$ cat config.mk
export PLATFORM = sky130hd
export DESIGN_NAME = orpw_top
export DESIGN_NICKNAME = d
export VERILOG_FILES = /design/src/rtl/orpw_sync.v /design/src/rtl/orpw_sub_timer.v /design/src/rtl/orpw_top.v
export VERILOG_INCLUDE_DIRS = /design/src /design/src/rtl
export SDC_FILE = /design/constraint.sdc
export NUM_CORES = 1
export LEC_CHECK = 0
export ABC_AREA = 1
export BUFFER_PORTS_ARGS = -buffer_cell sky130_fd_sc_hd__buf_2
export CAP_MARGIN = 20
export CORE_AREA = 2 2 130 82
export CTS_BUF_LIST = sky130_fd_sc_hd__clkbuf_8
export CTS_CLUSTER_DIAMETER = 80
export DETAILED_ROUTE_END_ITERATION = 10
export DIE_AREA = 0 0 132 84
export GPL_TIMING_DRIVEN = 0
export PLACE_DENSITY = 0.85
export SLEW_MARGIN = 20
export SYNTH_ARGS = -nofsm -noshare
export SYNTH_HDL_FRONTEND = slang
export SYNTH_SLANG_ARGS = --single-unit
$ cat constraint.sdc
create_clock -name sys_clk_i -period 3.6 [get_ports sys_clk_i]
set_input_delay 0.18 -clock sys_clk_i [delete_from_list [all_inputs] [get_ports sys_clk_i]]
set_output_delay 0.18 -clock sys_clk_i [all_outputs]
set_load 0.02 [all_outputs]
$ cat src/rtl/orpw_defs.vh
// Contract
// - Writes only reach words of the final program memory page.
// - A word is programmed once; no erase path exists.
// - Word bits 15..8 come from data high, bits 7..0 from data low.
// - write_arm is control bit 3 and must be set before a write.
// - write_arm low inhibits writes; hardware clears it when a cycle ends.
// - write_trigger is bit 2; writing 1 starts, reads 1 while busy.
// - A trigger write is ignored unless write_arm was already set.
// - Setting arm and trigger in one write never starts a cycle.
// - Trigger must come in the access directly after the arming write.
// - The CPU is stalled for the whole write cycle.
// - Hardware clears write_trigger when the word is stored.
// - Unused control bits read 0; control and data reset to 0.
// - A table read gives low byte to software, high byte to latch.
// - The final page starts at 0F00H; the offset is added to it.
`ifndef ORPW_DEFS_VH
`define ORPW_DEFS_VH

`define ORPW_AW              5
`define ORPW_OFS_CTRL        5'h00
`define ORPW_OFS_DATA_LO     5'h04
`define ORPW_OFS_DATA_HI     5'h08
`define ORPW_OFS_TBL_PTR     5'h0C
`define ORPW_OFS_TBL_HIGH    5'h10
`define ORPW_OFS_TBL_READ    5'h14
`define ORPW_OFS_STATUS      5'h18

`define ORPW_CTRL_ARM_BIT    3
`define ORPW_CTRL_TRIG_BIT   2
`define ORPW_STAT_BUSY_BIT   0
`define ORPW_STAT_REJ_BIT    1

`define ORPW_RST_BYTE        8'h00
`define ORPW_PAGE_BASE       12'h0F00
`define ORPW_PAGE_NIBBLE     4'hF
`define ORPW_BLANK_WORD      16'h0000
`define ORPW_PROG_SUB_CYCLES 16'h0040

`endif

$ cat src/rtl/orpw_sync.v
`default_nettype none

module orpw_sync
(
  input  wire sys_clk_i,
  input  wire rst_i,
  input  wire async_i,
  output wire rise_o
);

  reg s1_q;
  reg s2_q;
  reg s3_q;
  reg level_q;
  reg rise_q;

  // Level moves only when the two later stages agree
  always @(posedge sys_clk_i or posedge rst_i)
  begin
    if (rst_i)
    begin
      s1_q    <= 1'b0;
      s2_q    <= 1'b0;
      s3_q    <= 1'b0;
      level_q <= 1'b0;
      rise_q  <= 1'b0;
    end
    else
    begin
      s1_q   <= async_i;
      s2_q   <= s1_q;
      s3_q   <= s2_q;
      rise_q <= 1'b0;
      if (s2_q == s3_q)
      begin
        level_q <= s3_q;
        rise_q  <= s3_q & ~level_q;
      end
    end
  end

  assign rise_o = rise_q;

endmodule // orpw_sync

`default_nettype wire

$ cat src/rtl/orpw_sub_timer.v
`default_nettype none

module orpw_sub_timer
#(
  parameter CNT_W  = 16,
  parameter CYCLES = 64
)
(
  input  wire sys_clk_i,
  input  wire rst_i,
  input  wire start_i,
  input  wire tick_i,
  output wire done_o
);

  // Cut to the counter width on purpose
  localparam integer     LAST_I = CYCLES - 1;
  localparam [CNT_W-1:0] LAST   = LAST_I[CNT_W-1:0];

  reg [CNT_W-1:0] cnt_q;
  reg             run_q;
  reg             done_q;

  always @(posedge sys_clk_i or posedge rst_i)
  begin
    if (rst_i)
    begin
      cnt_q  <= {CNT_W{1'b0}};
      run_q  <= 1'b0;
      done_q <= 1'b0;
    end
    else
    begin
      done_q <= 1'b0;
      if (start_i)
      begin
        cnt_q <= {CNT_W{1'b0}};
        run_q <= 1'b1;
      end
      else if (run_q && tick_i)
      begin
        if (cnt_q == LAST)
        begin
          run_q  <= 1'b0;
          done_q <= 1'b1;
        end
        else
        begin
          cnt_q <= cnt_q + {{(CNT_W-1){1'b0}}, 1'b1};
        end
      end
    end
  end

  assign done_o = done_q;

endmodule // orpw_sub_timer

`default_nettype wire

$ cat src/rtl/orpw_top.v
// Design decisions made here: the placing of the registers and the Avalon-MM interface to the registers.
`include "orpw_defs.vh"
`default_nettype none

module orpw_top
#(
  parameter CNT_W           = 16,
  parameter PROG_SUB_CYCLES = `ORPW_PROG_SUB_CYCLES
)
(
  input  wire                 sys_clk_i,
  input  wire                 rst_i,
  input  wire [`ORPW_AW-1:0]  avs_address_i,
  input  wire                 avs_read_i,
  input  wire                 avs_write_i,
  input  wire [31:0]          avs_writedata_i,
  input  wire [3:0]           avs_byteenable_i,
  output wire [31:0]          avs_readdata_o,
  output wire                 avs_waitrequest_o,
  input  wire                 sub_clk_i,
  output wire [11:0]          otp_addr_o,
  output wire [15:0]          otp_wdata_o,
  output wire                 otp_prog_o,
  output wire                 otp_rd_o,
  input  wire [15:0]          otp_rdata_i,
  output wire                 cpu_stall_o
);

  localparam [2:0] ST_IDLE  = 3'h0;
  localparam [2:0] ST_WRD   = 3'h1;
  localparam [2:0] ST_WEVAL = 3'h2;
  localparam [2:0] ST_PROG  = 3'h3;
  localparam [2:0] ST_TRD   = 3'h4;
  localparam [2:0] ST_TCAPT = 3'h5;

  reg  [2:0]  state_q;
  reg  [2:0]  state_d;
  reg         wait_q;
  reg  [31:0] rdata_q;
  reg  [7:0]  rd_mux;
  reg         arm_q;
  reg         trig_q;
  reg         arm_fresh_q;
  reg  [7:0]  data_lo_q;
  reg  [7:0]  data_hi_q;
  reg  [7:0]  tbl_ptr_q;
  reg  [7:0]  tbl_low_q;
  reg  [7:0]  tbl_high_q;
  reg         reject_q;
  reg  [11:0] otp_addr_q;
  reg  [15:0] otp_wdata_q;
  reg         otp_prog_q;
  reg         otp_rd_q;
  reg         stall_q;

  wire        req;
  wire        acc;
  wire        wr_acc;
  wire        lane0;
  wire        wr_ctrl;
  wire        wd_arm;
  wire        wd_trig;
  wire        start;
  wire        tbl_go;
  wire        stat_clr;
  wire        blank;
  wire        sub_tick;
  wire        prog_done;
  wire        cycle_end;
  wire        refuse;
  wire [11:0] page_addr;

  orpw_sync u_sync
  (
    .sys_clk_i (sys_clk_i),
    .rst_i     (rst_i),
    .async_i   (sub_clk_i),
    .rise_o    (sub_tick)
  );

  orpw_sub_timer
  #(
    .CNT_W  (CNT_W),
    .CYCLES (PROG_SUB_CYCLES)
  )
  u_timer
  (
    .sys_clk_i (sys_clk_i),
    .rst_i     (rst_i),
    .start_i   (state_q == ST_WEVAL && blank),
    .tick_i    (sub_tick),
    .done_o    (prog_done)
  );

  assign req      = avs_read_i | avs_write_i;
  assign acc      = req & ~wait_q;
  assign wr_acc   = acc & avs_write_i;
  assign lane0    = avs_byteenable_i[0];
  assign wr_ctrl  = wr_acc && lane0 && (avs_address_i == `ORPW_OFS_CTRL);
  assign wd_arm   = avs_writedata_i[`ORPW_CTRL_ARM_BIT];
  assign wd_trig  = avs_writedata_i[`ORPW_CTRL_TRIG_BIT];
  assign tbl_go   = wr_acc && (avs_address_i == `ORPW_OFS_TBL_READ);
  assign stat_clr = wr_acc && lane0 && (avs_address_i == `ORPW_OFS_STATUS)
                    && avs_writedata_i[`ORPW_STAT_REJ_BIT];

  // Arm must already be set, and by the access just before this one
  assign start = wr_ctrl && wd_trig && wd_arm && arm_q && arm_fresh_q;

  // Only the final page is ever addressed
  assign page_addr = {`ORPW_PAGE_NIBBLE, tbl_ptr_q};

  // A word that no longer reads blank has been programmed already
  assign blank = (otp_rdata_i == `ORPW_BLANK_WORD);

  assign refuse    = (state_q == ST_WEVAL) && !blank;
  assign cycle_end = ((state_q == ST_PROG) && prog_done) || refuse;

  always @*
  begin
    state_d = state_q;
    case (state_q)
      ST_IDLE:
      begin
        if (start)
        begin
          state_d = ST_WRD;
        end
        else if (tbl_go)
        begin
          state_d = ST_TRD;
        end
      end
      ST_WRD:   state_d = ST_WEVAL;
      // A used word ends the cycle at once, with no program pulse
      ST_WEVAL: state_d = blank ? ST_PROG : ST_IDLE;
      ST_PROG:
      begin
        if (prog_done)
        begin
          state_d = ST_IDLE;
        end
      end
      ST_TRD:   state_d = ST_TCAPT;
      ST_TCAPT: state_d = ST_IDLE;
      default:  state_d = ST_IDLE;
    endcase
  end

  always @(posedge sys_clk_i or posedge rst_i)
  begin
    if (rst_i)
    begin
      state_q <= ST_IDLE;
    end
    else
    begin
      state_q <= state_d;
    end
  end

  always @*
  begin
    rd_mux = `ORPW_RST_BYTE;
    case (avs_address_i)
      `ORPW_OFS_CTRL:     rd_mux = {4'h0, arm_q, trig_q, 2'h0};
      `ORPW_OFS_DATA_LO:  rd_mux = data_lo_q;
      `ORPW_OFS_DATA_HI:  rd_mux = data_hi_q;
      `ORPW_OFS_TBL_PTR:  rd_mux = tbl_ptr_q;
      `ORPW_OFS_TBL_HIGH: rd_mux = tbl_high_q;
      `ORPW_OFS_TBL_READ: rd_mux = tbl_low_q;
      `ORPW_OFS_STATUS:   rd_mux = {6'h00, reject_q, state_q != ST_IDLE};
      default:            rd_mux = `ORPW_RST_BYTE;
    endcase
  end

  // One wait cycle per access; held high while anything runs, so the CPU stalls
  always @(posedge sys_clk_i or posedge rst_i)
  begin
    if (rst_i)
    begin
      wait_q  <= 1'b1;
      rdata_q <= 32'h0000_0000;
    end
    else
    begin
      if (wait_q)
      begin
        if (req && state_q == ST_IDLE)
        begin
          wait_q  <= 1'b0;
          rdata_q <= {24'h00_0000, rd_mux};
        end
      end
      else
      begin
        wait_q <= 1'b1;
      end
    end
  end

  // The arming write only counts for the very next access
  always @(posedge sys_clk_i or posedge rst_i)
  begin
    if (rst_i)
    begin
      arm_fresh_q <= 1'b0;
    end
    else if (acc)
    begin
      arm_fresh_q <= wr_ctrl && wd_arm && !wd_trig;
    end
  end

  always @(posedge sys_clk_i or posedge rst_i)
  begin
    if (rst_i)
    begin
      arm_q <= 1'b0;
    end
    else if (cycle_end)
    begin
      arm_q <= 1'b0;
    end
    else if (wr_ctrl)
    begin
      arm_q <= wd_arm;
    end
  end

  // Only hardware clears the trigger; a stray 1 without arm is dropped
  always @(posedge sys_clk_i or posedge rst_i)
  begin
    if (rst_i)
    begin
      trig_q <= 1'b0;
    end
    else if (cycle_end)
    begin
      trig_q <= 1'b0;
    end
    else if (start)
    begin
      trig_q <= 1'b1;
    end
  end

  always @(posedge sys_clk_i or posedge rst_i)
  begin
    if (rst_i)
    begin
      data_lo_q <= `ORPW_RST_BYTE;
      data_hi_q <= `ORPW_RST_BYTE;
      tbl_ptr_q <= `ORPW_RST_BYTE;
    end
    else if (wr_acc && lane0)
    begin
      if (avs_address_i == `ORPW_OFS_DATA_LO)
      begin
        data_lo_q <= avs_writedata_i[7:0];
      end
      if (avs_address_i == `ORPW_OFS_DATA_HI)
      begin
        data_hi_q <= avs_writedata_i[7:0];
      end
      if (avs_address_i == `ORPW_OFS_TBL_PTR)
      begin
        tbl_ptr_q <= avs_writedata_i[7:0];
      end
    end
  end

  // Set wins over a clear in the same cycle
  always @(posedge sys_clk_i or posedge rst_i)
  begin
    if (rst_i)
    begin
      reject_q <= 1'b0;
    end
    else if (refuse)
    begin
      reject_q <= 1'b1;
    end
    else if (stat_clr)
    begin
      reject_q <= 1'b0;
    end
  end

  always @(posedge sys_clk_i or posedge rst_i)
  begin
    if (rst_i)
    begin
      tbl_low_q  <= `ORPW_RST_BYTE;
      tbl_high_q <= `ORPW_RST_BYTE;
    end
    else if (state_q == ST_TCAPT)
    begin
      tbl_low_q  <= otp_rdata_i[7:0];
      tbl_high_q <= otp_rdata_i[15:8];
    end
  end

  // Array port: address and data are frozen for the whole cycle
  always @(posedge sys_clk_i or posedge rst_i)
  begin
    if (rst_i)
    begin
      otp_addr_q  <= 12'h000;
      otp_wdata_q <= 16'h0000;
      otp_rd_q    <= 1'b0;
      otp_prog_q  <= 1'b0;
    end
    else
    begin
      otp_rd_q <= 1'b0;
      if (state_q == ST_IDLE && (start || tbl_go))
      begin
        otp_addr_q <= page_addr;
        otp_rd_q   <= 1'b1;
        if (start)
        begin
          otp_wdata_q <= {data_hi_q, data_lo_q};
        end
      end
      if (state_q == ST_WEVAL && blank)
      begin
        otp_prog_q <= 1'b1;
      end
      else if (cycle_end)
      begin
        otp_prog_q <= 1'b0;
      end
    end
  end

  // Stall from the accepted trigger until the word is stored or refused
  always @(posedge sys_clk_i or posedge rst_i)
  begin
    if (rst_i)
    begin
      stall_q <= 1'b0;
    end
    else if (start)
    begin
      stall_q <= 1'b1;
    end
    else if (cycle_end)
    begin
      stall_q <= 1'b0;
    end
  end

  assign avs_readdata_o    = rdata_q;
  assign avs_waitrequest_o = wait_q;
  assign otp_addr_o        = otp_addr_q;
  assign otp_wdata_o       = otp_wdata_q;
  assign otp_prog_o        = otp_prog_q;
  assign otp_rd_o          = otp_rd_q;
  assign cpu_stall_o       = stall_q;

endmodule // orpw_top

`default_nettype wire

== Yosys cells after proc, flatten, opt, wreduce, memory -nomap -nowiden ==
Index checks and enable logic that the tools add are counted.
Cells by class
  add/sub/neg operators: 1
  equality and inequality tests: 16
  mux-type cells: 28
  bitwise logic cells: 6
  reductions and logical operators: 39
Operator list (count)
  $pmux W8 S7: 1
  $mux W16: 3
  $mux W1: 19
  $logic_and A1 B1 Y1: 17
  $add A16 B1 Y16 const B: 1
  $eq A16 B6 Y1 const B: 1
  $logic_not A16 Y1: 1
  $reduce_and A2 Y1: 8
  $eq A5 B5 Y1 const B: 3
  $pmux W3 S5: 1
  $reduce_bool A2 Y1: 6
  $eq A5 B4 Y1 const B: 2
  $mux W3: 3
  $eq A3 B2 Y1 const B: 2
  $eq A3 B3 Y1 const B: 2
  $eq A5 B3 Y1 const B: 1
  $logic_not A5 Y1: 1
  $ne A2 B1 Y1 const B: 2
  $and A1 B1 Y1: 3
  $eq A3 B1 Y1 const B: 1
  $logic_not A3 Y1: 1
  $ne A3 B3 Y1 const B: 1
  $reduce_bool A3 Y1: 1
  $logic_not A1 Y1: 2
  5 further kinds: 7
Word-level totals
  register bits: 107
  input bits: 62
  output and inout port bits: 64
  word-level logic and storage cells: 115

== Depth between registers and ports, before layout ==
Gate-level depths: netlist of the first run.
  word-level depth: 12
  gate-level depth with buffers: 10
  mapped depth without buffers: 9

== Hierarchy ==
Synthesis of the first run repeated with hierarchy kept, for this count alone.
Second synthesis, totals
  cell total of the unflattened synthesis: 676
  area, all modules: 5380.2 um^2
Modules (own cells, without submodules)
  orpw_top: times used 1, cells each 486, area each 4025.1 um^2
  orpw_sub_timer: times used 1, cells each 179, area each 1206.2 um^2
  orpw_sync: times used 1, cells each 11, area each 148.9 um^2

== Least setup slack after synthesis of the first run ==
Ideal clock, no wire load.
  path type: register to register
  start point: register u_timer.cnt_q[0]
  end point: register u_timer.cnt_q[10]
  arrival time: 1521 ps
  required time: 3482 ps
  setup slack: 1961 ps
  stages on the path, launching flop included: 10
  buffers on the path: 1
  period minus slack after synthesis: 1639 ps
  cell sequence: dfrtp_1 ha_1 nand3_1 nor2_2 nand3_1 nand2_2 inv_2 buf_6 nand3_1 nand2_1
On the way
  cells in the longest elaborated chain, start to end: 4
  elaborated cells between the ends (all ways): 7
  classes of those cells: 1 x add/sub; 2 x eq/ne; 3 x mux; 1 x reduce/logical
Ends and longest elaborated chain
  start, declared: line orpw_sub_timer.v:20  | reg [CNT_W-1:0] cnt_q;
  start signal, assigned: line orpw_sub_timer.v:28  | cnt_q <= {CNT_W{1'b0}};
  start signal, assigned: line orpw_sub_timer.v:37  | cnt_q <= {CNT_W{1'b0}};
  start signal, assigned: line orpw_sub_timer.v:49  | cnt_q <= cnt_q + {{(CNT_W-1){1'b0}}, 1'b1};
  $add A16 B1 Y16: line orpw_sub_timer.v:49
  $mux W16: line orpw_sub_timer.v:42  | if (cnt_q == LAST)
  $mux W16: line orpw_sub_timer.v:40  | else if (run_q && tick_i)
  $mux W16: line orpw_sub_timer.v:35  | if (start_i)
Parallel ways exist; a longest one is shown, timed or not. The select of a mux whose other input is x is not followed.
A chain may end at the register's enable or synchronous reset.

== Worst setup path after layout of the first run ==
  start point: register u_timer.cnt_q[0]
  end point: register u_timer.cnt_q[8]
Same word-level chain as after synthesis.

==> results of run 1 <==
path summary, 6_finish.rpt:
path / startpoint / to / depth (start not counted)
worst max-delay path: u_timer.cnt_q[0]$_DFFE_PP0P_ / u_timer.cnt_q[8]$_DFFE_PP0P_ / 9
worst min-delay path: avs_writedata_i[2] / arm_fresh_q$_DFFE_PP0P_ / 2
worst max register to register: u_timer.cnt_q[0]$_DFFE_PP0P_ / u_timer.cnt_q[8]$_DFFE_PP0P_ / 9
worst min register to register: u_sync.s1_q$_DFF_PP0_ / u_sync.s2_q$_DFF_PP0_ / 0
max in group asynchronous: rst_i / avs_waitrequest_o$_DFF_PP1_ / 4
min in group asynchronous: rst_i / otp_wdata_o[12]$_DFFE_PP0P_ / 3
report_power, final:
group	internal, mW	switching, mW	total, mW
Sequential	1.23	0.0350	1.26
Clock	0.263	0.437	0.699
Combinational	0.0821	0.144	0.226
worst max-delay path: stages, from the launching register on:
cell	delay, ns
dfrtp_1	0.49
ha_1	0.29
nand3_1	0.20
nor2_2	0.26
nand3_1	0.16
nand2_2	0.18
inv_2	0.11
buf_6	0.16
nand3_1	0.07
nand2_1	0.06
routing by layer:
layer  vias to the layer above  track usage (%)
met1                      2203             39.1
li1                       2366                -
met4                         0             6.03
met2                       249             33.5
met5                         -                0
met3                        12             5.83
area by class of cell:
type,instances,area [um2]
tap,139,174
buffer,51,328
clock buffer,9,124
sequential,107,2680
clock inverter,7,56.3
multi-input combinational,473,2230
inverter,65,251
fill,885,3790
timing repair buffer,76,413
per-stage QoR:
stage	setup slack (ns)	util [%]	hold slack, ns
final	1.52	62.3	0.0289
after CTS	1.54	62.3	0.0240
after detailed placement	1.56	60.3	0.267
after global placement	-0.539	60.0	0.289
after global routing	1.24	62.3	0.0360
after floorplan	0.604	-	0.211
cell usage after synthesis:
cell and n:
buf_4 28, buf_2 7, a21oi_1 2, xnor2_1 3
buf_6 3, nand2_2 3, buf_1 1, mux2_2 2
o21ai_0 51, nor2_2 3, inv_4 1, inv_2 3
nor3_1 3, conb_1 1, ha_1 1, nand2_4 2
nand3b_1 1, inv_1 61, nor2_4 5, nand4_1 38
nand3_1 67, clkbuf_1 12, xor2_1 4, nor3_4 1
nand2_1 187, dfrtp_1 106, o21ai_1 24, nand4_4 1
nor2_1 48, nand4_2 2, dfstp_2 1, or2_1 1
kinds of logic (layout without fill, tap and decap cells):
logic type	Yosys count	in the layout	share of synthesized area [%]
compound gates	77	77	7.13
xor+xnor	7	7	1.14
fa+ha+maj	1	1	0.232
buf+inv	116	208	10.6
flops	107	107	49.6
mux	2	2	0.417
other cells	1	24	0.0694
simple gates	362	362	30.8
registers in the layout, indices dropped and copies added, names as in the netlist, 3 cells and up:
register,count
avs_readdata_o,8
data_hi_q,8
data_lo_q,8
otp_addr_o,9
otp_wdata_o,16
state_q,3
tbl_high_q,8
tbl_low_q,8
tbl_ptr_q,8
u_timer.cnt_q,16
repair_timing:
action,CTS,global route
buffers inserted,0,0
hold buffers,2,0
hold endpoints to repair,55,0
==> out/qor.yml, run 1 <==
route:
  vias: 4830
  wl_met3_mm: 1.34
  drc_errors: 0
  drtIter0Drc: 520
  antenna_left: 0
  routed.top_layer: "met4"
  routed_wl_mm: 13.1
  dr.pass1.iters: 5
  vias_per_cell: 5.21
  wl_per_cell_um: 14.1
  route.met2.wl_mm: 5.25
  wl_met1_mm: 6.33
die:
  dieArea_um2: 11100
  die_w_um: 132
  start_util_pct: 53.7
  coreArea_um2: 10100
  io_pins: 126
  die_h_um: 84
  rows: 29
sta:
  finalSetupViolations: 0
  fin_setup_tns_ns: 0
  slew_viol_final: 0
  grt_setup_unrepaired: "false"
  finalCritPeriodShare_pct: 57.6
  skew_ns: 0.00900
  period_minus_slack_ns: 2.08
  tightest_slew_ns: 0.502
  fmax_mhz: 482
  finalHoldViolCount: 0
  slew_headroom_pct: 66.5
cells_and_area:
  nets: 846
  layout_common_cells: "nand2_1, dfrtp_1, buf_2"
  syn2layout_area_growth_pct: 15.9
  antennaDiodeCount: 0
  final_common_cell: "nand2_1"
  finish.instance_area_um2: 6260
  layout-drive-gt1-share_pct: 19.4
  instances_no_fill: 927
clock_network:
  cts_sinks: 107
  numCtsBuffers: 9
  cts.path.max_buffers: 2
  cts_tree: "done"
  insertion_delay_ns: 0.39
  clk_pin_slew_ns: 0.10
  cts_resized: 0
  htree_levels: 3
  cts_root_buf: "clkbuf_8"
power_and_ir_drop:
  leakagePower_nw: 3.41
  ir_drop_mv: 0.267
  design_power_total_mw: 2.19
  powerDensity_nw_per_um2: 350
logic_synthesis:
  synth_area_leaders: "dfrtp_1, nand2_1, nand3_1"
  synth_seq_cells: 107
  synth_top_area_share_pct: 49.1
  synth.cell_area_um2: 5400
  ys_seq_area_share_pct: 49.6
  postSynthAreaPerCell_um2: 8.03
  synth_cell_types: 32
  yosys.area.top_type: "dfrtp_1"
  synthCells: 673
  yosys_warnings: 0
global_route:
  antenna_found_initial: 0
  grt_max_degree: 56
  gr-usage-all-layers_pct: 24.7
  grt_pass1_wl_mm: 21.7
  first_global_vias: 4281
  grt_overflow: 0
job:
  drv_cap: 0
critical_path:
  cp-end-kind: "flip-flop"
  worstSetupPathType: "flip-flop to flip-flop"
  worstPathMaxFanout: 10
  r2r_slack_ns: 1.52
  required_ns: 3.88
  arrival_ns: 2.36
  crit_path_start_kind: "flip-flop"
placed_design:
  gp_congestion: 0.988
  place_inst: 909
  dpl-instance-area_um2: 6060
  io_buffers: 73
  dp_hpwl_mm: 9.95
status:
  status: "completed"
worst_hold_path:
  min_path_type: "primary input to flip-flop"
No activity file was read; power rests on OpenSTA's default activity.
==> run 2, diff against run 1 <==
==> constraint.sdc (replaced) <==
create_clock -name sys_clk_i -period 2 [get_ports sys_clk_i]
set_input_delay 0.1 -clock sys_clk_i [delete_from_list [all_inputs] [get_ports sys_clk_i]]
set_output_delay 0.1 -clock sys_clk_i [all_outputs]
set_load 0.02 [all_outputs]
==> run 2 against run 1 <==
Against the previous run: via count grew 1.8%; clock power is 110% higher; final area up 3.3%; sequential power up 81%; global-route usage grew 1.3 points; largest power group unchanged.
==> out/qor.yml, run 2 (same netlist as run 1, synthesis figures left out) <==
sta:
  slew_viol_final: 0
  period_minus_slack_ns: 1.89
  skew_ns: 0.00910
  grt_setup_unrepaired: "false"
  fmax_mhz: 529
  slew_headroom_pct: 63.8
  finalHoldViolCount: 0
  finalCritPeriodShare_pct: 94.6
  hold_ws_ns: 0.0125
  finalSetupViolations: 0
  tightest_slew_ns: 0.543
  fin_ws_ns: 0.109
worst_hold_path:
  hold_depth: 3
  min_from: "otp_rdata_i[14]"
  min_path_type: "primary input to flip-flop"
  hold_path_end: "tbl_high_q[6]$_DFFE_PP0N_"
placed_design:
  io_buffers: 73
  gp_congestion: 0.970
  place_inst: 911
  dp_hpwl_mm: 10.3
  dp_worst_setup_slack_ns: -0.00748
clock_network:
  cts_sinks: 107
  clk_pin_slew_ns: 0.10
  cts_setup_buffers: 0
  cts_root_buf: "clkbuf_8"
  htree_levels: 3
  numCtsBuffers: 9
  cts_tree: "done"
  cts.path.max_buffers: 2
  insertion_delay_ns: 0.39
critical_path:
  critPathMostFrequentCell: "nand3_1"
  r2r-start: "u_timer.cnt_q[0]$_DFFE_PP0P_"
  cp-end-kind: "flip-flop"
  required_ns: 2.29
  r2r_end: "u_timer.cnt_q[6]$_DFFE_PP0P_"
  rr_worst_depth: 9
  crit_path_start_kind: "flip-flop"
  slowest_delay_ns: 0.43
  arrival_ns: 2.18
  worstSetupPathType: "flip-flop to flip-flop"
  worstPathMaxFanout: 10
  crit_chain: "ha_1 -> nand3_2 -> nor2_4 -> nand3_1 -> nand2_4 -> inv_2 -> buf_6 -> nand3_1 -> nand2_1"
  r2r_slack_ns: 0.11
  crit_slowest_cell: "dfrtp_2"
route:
  wl_per_cell_um: 14.6
  vias_per_cell: 5.23
  routed_wl_mm: 13.8
  dr.pass1.iters: 4
  antenna_left: 0
  drtIter0Drc: 490
  vias: 4915
  drc_errors: 0
die:
  die_h_um: 84
  start_util_pct: 53.7
  rows: 29
  io_pins: 126
  dieArea_um2: 11100
  die_w_um: 132
  coreArea_um2: 10100
status:
  status: "completed"
cells_and_area:
  antennaDiodeCount: 0
  final_common_cell: "nand2_1"
  syn2layout_area_growth_pct: 19.7
  instances_no_fill: 940
  layout_common_cells: "nand2_1, dfrtp_1, buf_2"
  fillCellCount: 887
  nets: 859
  layout-drive-gt1-share_pct: 19.7
global_route:
  gr-usage-all-layers_pct: 26.0
  grt_overflow: 0
  antenna_found_initial: 0
  grt_pass1_wl_mm: 22.3
  grt_max_degree: 37
  first_global_vias: 4385
power_and_ir_drop:
  powerDensity_nw_per_um2: 650
  leakagePower_nw: 3.49
  ir_drop_mv: 0.330
job:
  drv_cap: 0
[run 2: changes by cell type in the layout (fill, tap and decap cells not counted), sizes merged]
cell and delta:
buf +2, inv -3, clkinvlp +1, dlygate4sd3 +11
bufinv +2
[run 2: layout make-up]
| type | count | area [um2] | area share, % |
|---|---|---|---|
| clock buffer | 9 | 124 | 1.92 |
| multi-input combinational | 473 | 2250 | 34.9 |
| buffer | 51 | 328 | 5.07 |
| tap | 139 | 174 | 2.69 |
| timing repair buffer | 89 | 556 | 8.59 |
| clock inverter | 7 | 100 | 1.55 |
| inverter | 65 | 250 | 3.87 |
| sequential | 107 | 2680 | 41.4 |
[run 2: report_power, final]
group	switching, mW	leakage, nW	total [mW]	internal, mW
Combinational	0.267	2.00	0.435	0.169
Clock	0.774	0.114	1.49	0.716
Sequential	0.0644	1.37	2.28	2.22
Total	1.11	3.49	4.21	3.10
[run 2: timing repair]
item | in CTS | in global routing
hold buffers | 11 | 2
resized for setup | 2 | 3
endpoints found under the hold margin | 88 | 2
setup endpoints to repair | 10 | 11
cloned | 0 | 0
[run 2: worst max-delay path by stage]
| stage | slack [ns] | cells after the start | from | end |
|---|---|---|---|---|
| after floorplan | 0.36 | 9 | u_timer.cnt_q[0]$_DFFE_PP0P_ | u_timer.cnt_q[10]$_DFFE_PP0P_ |
| after global placement | -0.05 | 2 | rst_i | otp_addr_o[8]$_DFFE_PP0P_ |
| after detailed placement | -0.007 | 9 | u_timer.cnt_q[0]$_DFFE_PP0P_ | u_timer.cnt_q[6]$_DFFE_PP0P_ |
| after CTS | 0.09 | 9 | u_timer.cnt_q[0]$_DFFE_PP0P_ | u_timer.cnt_q[6]$_DFFE_PP0P_ |
| after global routing | 0.008 | 9 | u_timer.cnt_q[0]$_DFFE_PP0P_ | u_timer.cnt_q[3]$_DFFE_PP0P_ |
| final | 0.11 | 9 | u_timer.cnt_q[0]$_DFFE_PP0P_ | u_timer.cnt_q[6]$_DFFE_PP0P_ |
[run 2: stage by stage]
stage	power, mW	utilization (%)	setup TNS (ns)	cell area [um2]
6_report	4.21	64.3	0	6470
5_1_grt	4.39	64.3	0	6470
4_1_cts	4.19	64.0	0	6430
3_5_place_dp	2.72	60.6	-0.00882	6090
3_3_place_gp	2.70	60.0	-4.17	6030
2_1_floorplan	2.59	-	0	5490
[run 2: worst max-delay path, delay by kind of cell, from the launching register on]
kind | cells | cell delay [ns]
and+or+nand+nor | 6 | 0.85
DFF | 1 | 0.43
adders and majority gates | 1 | 0.26
buffers and inverters | 2 | 0.25
[run 2: metal layers]
metal / vias to the layer above / routed length (um) / GRT usage (%)
met5: - / 0 / 0
met4: 0 / 177 / 5.04
met3: 17 / 1380 / 8.32
met2: 232 / 5620 / 35.1
met1: 2266 / 6580 / 40.5
li1: 2400 / - / -
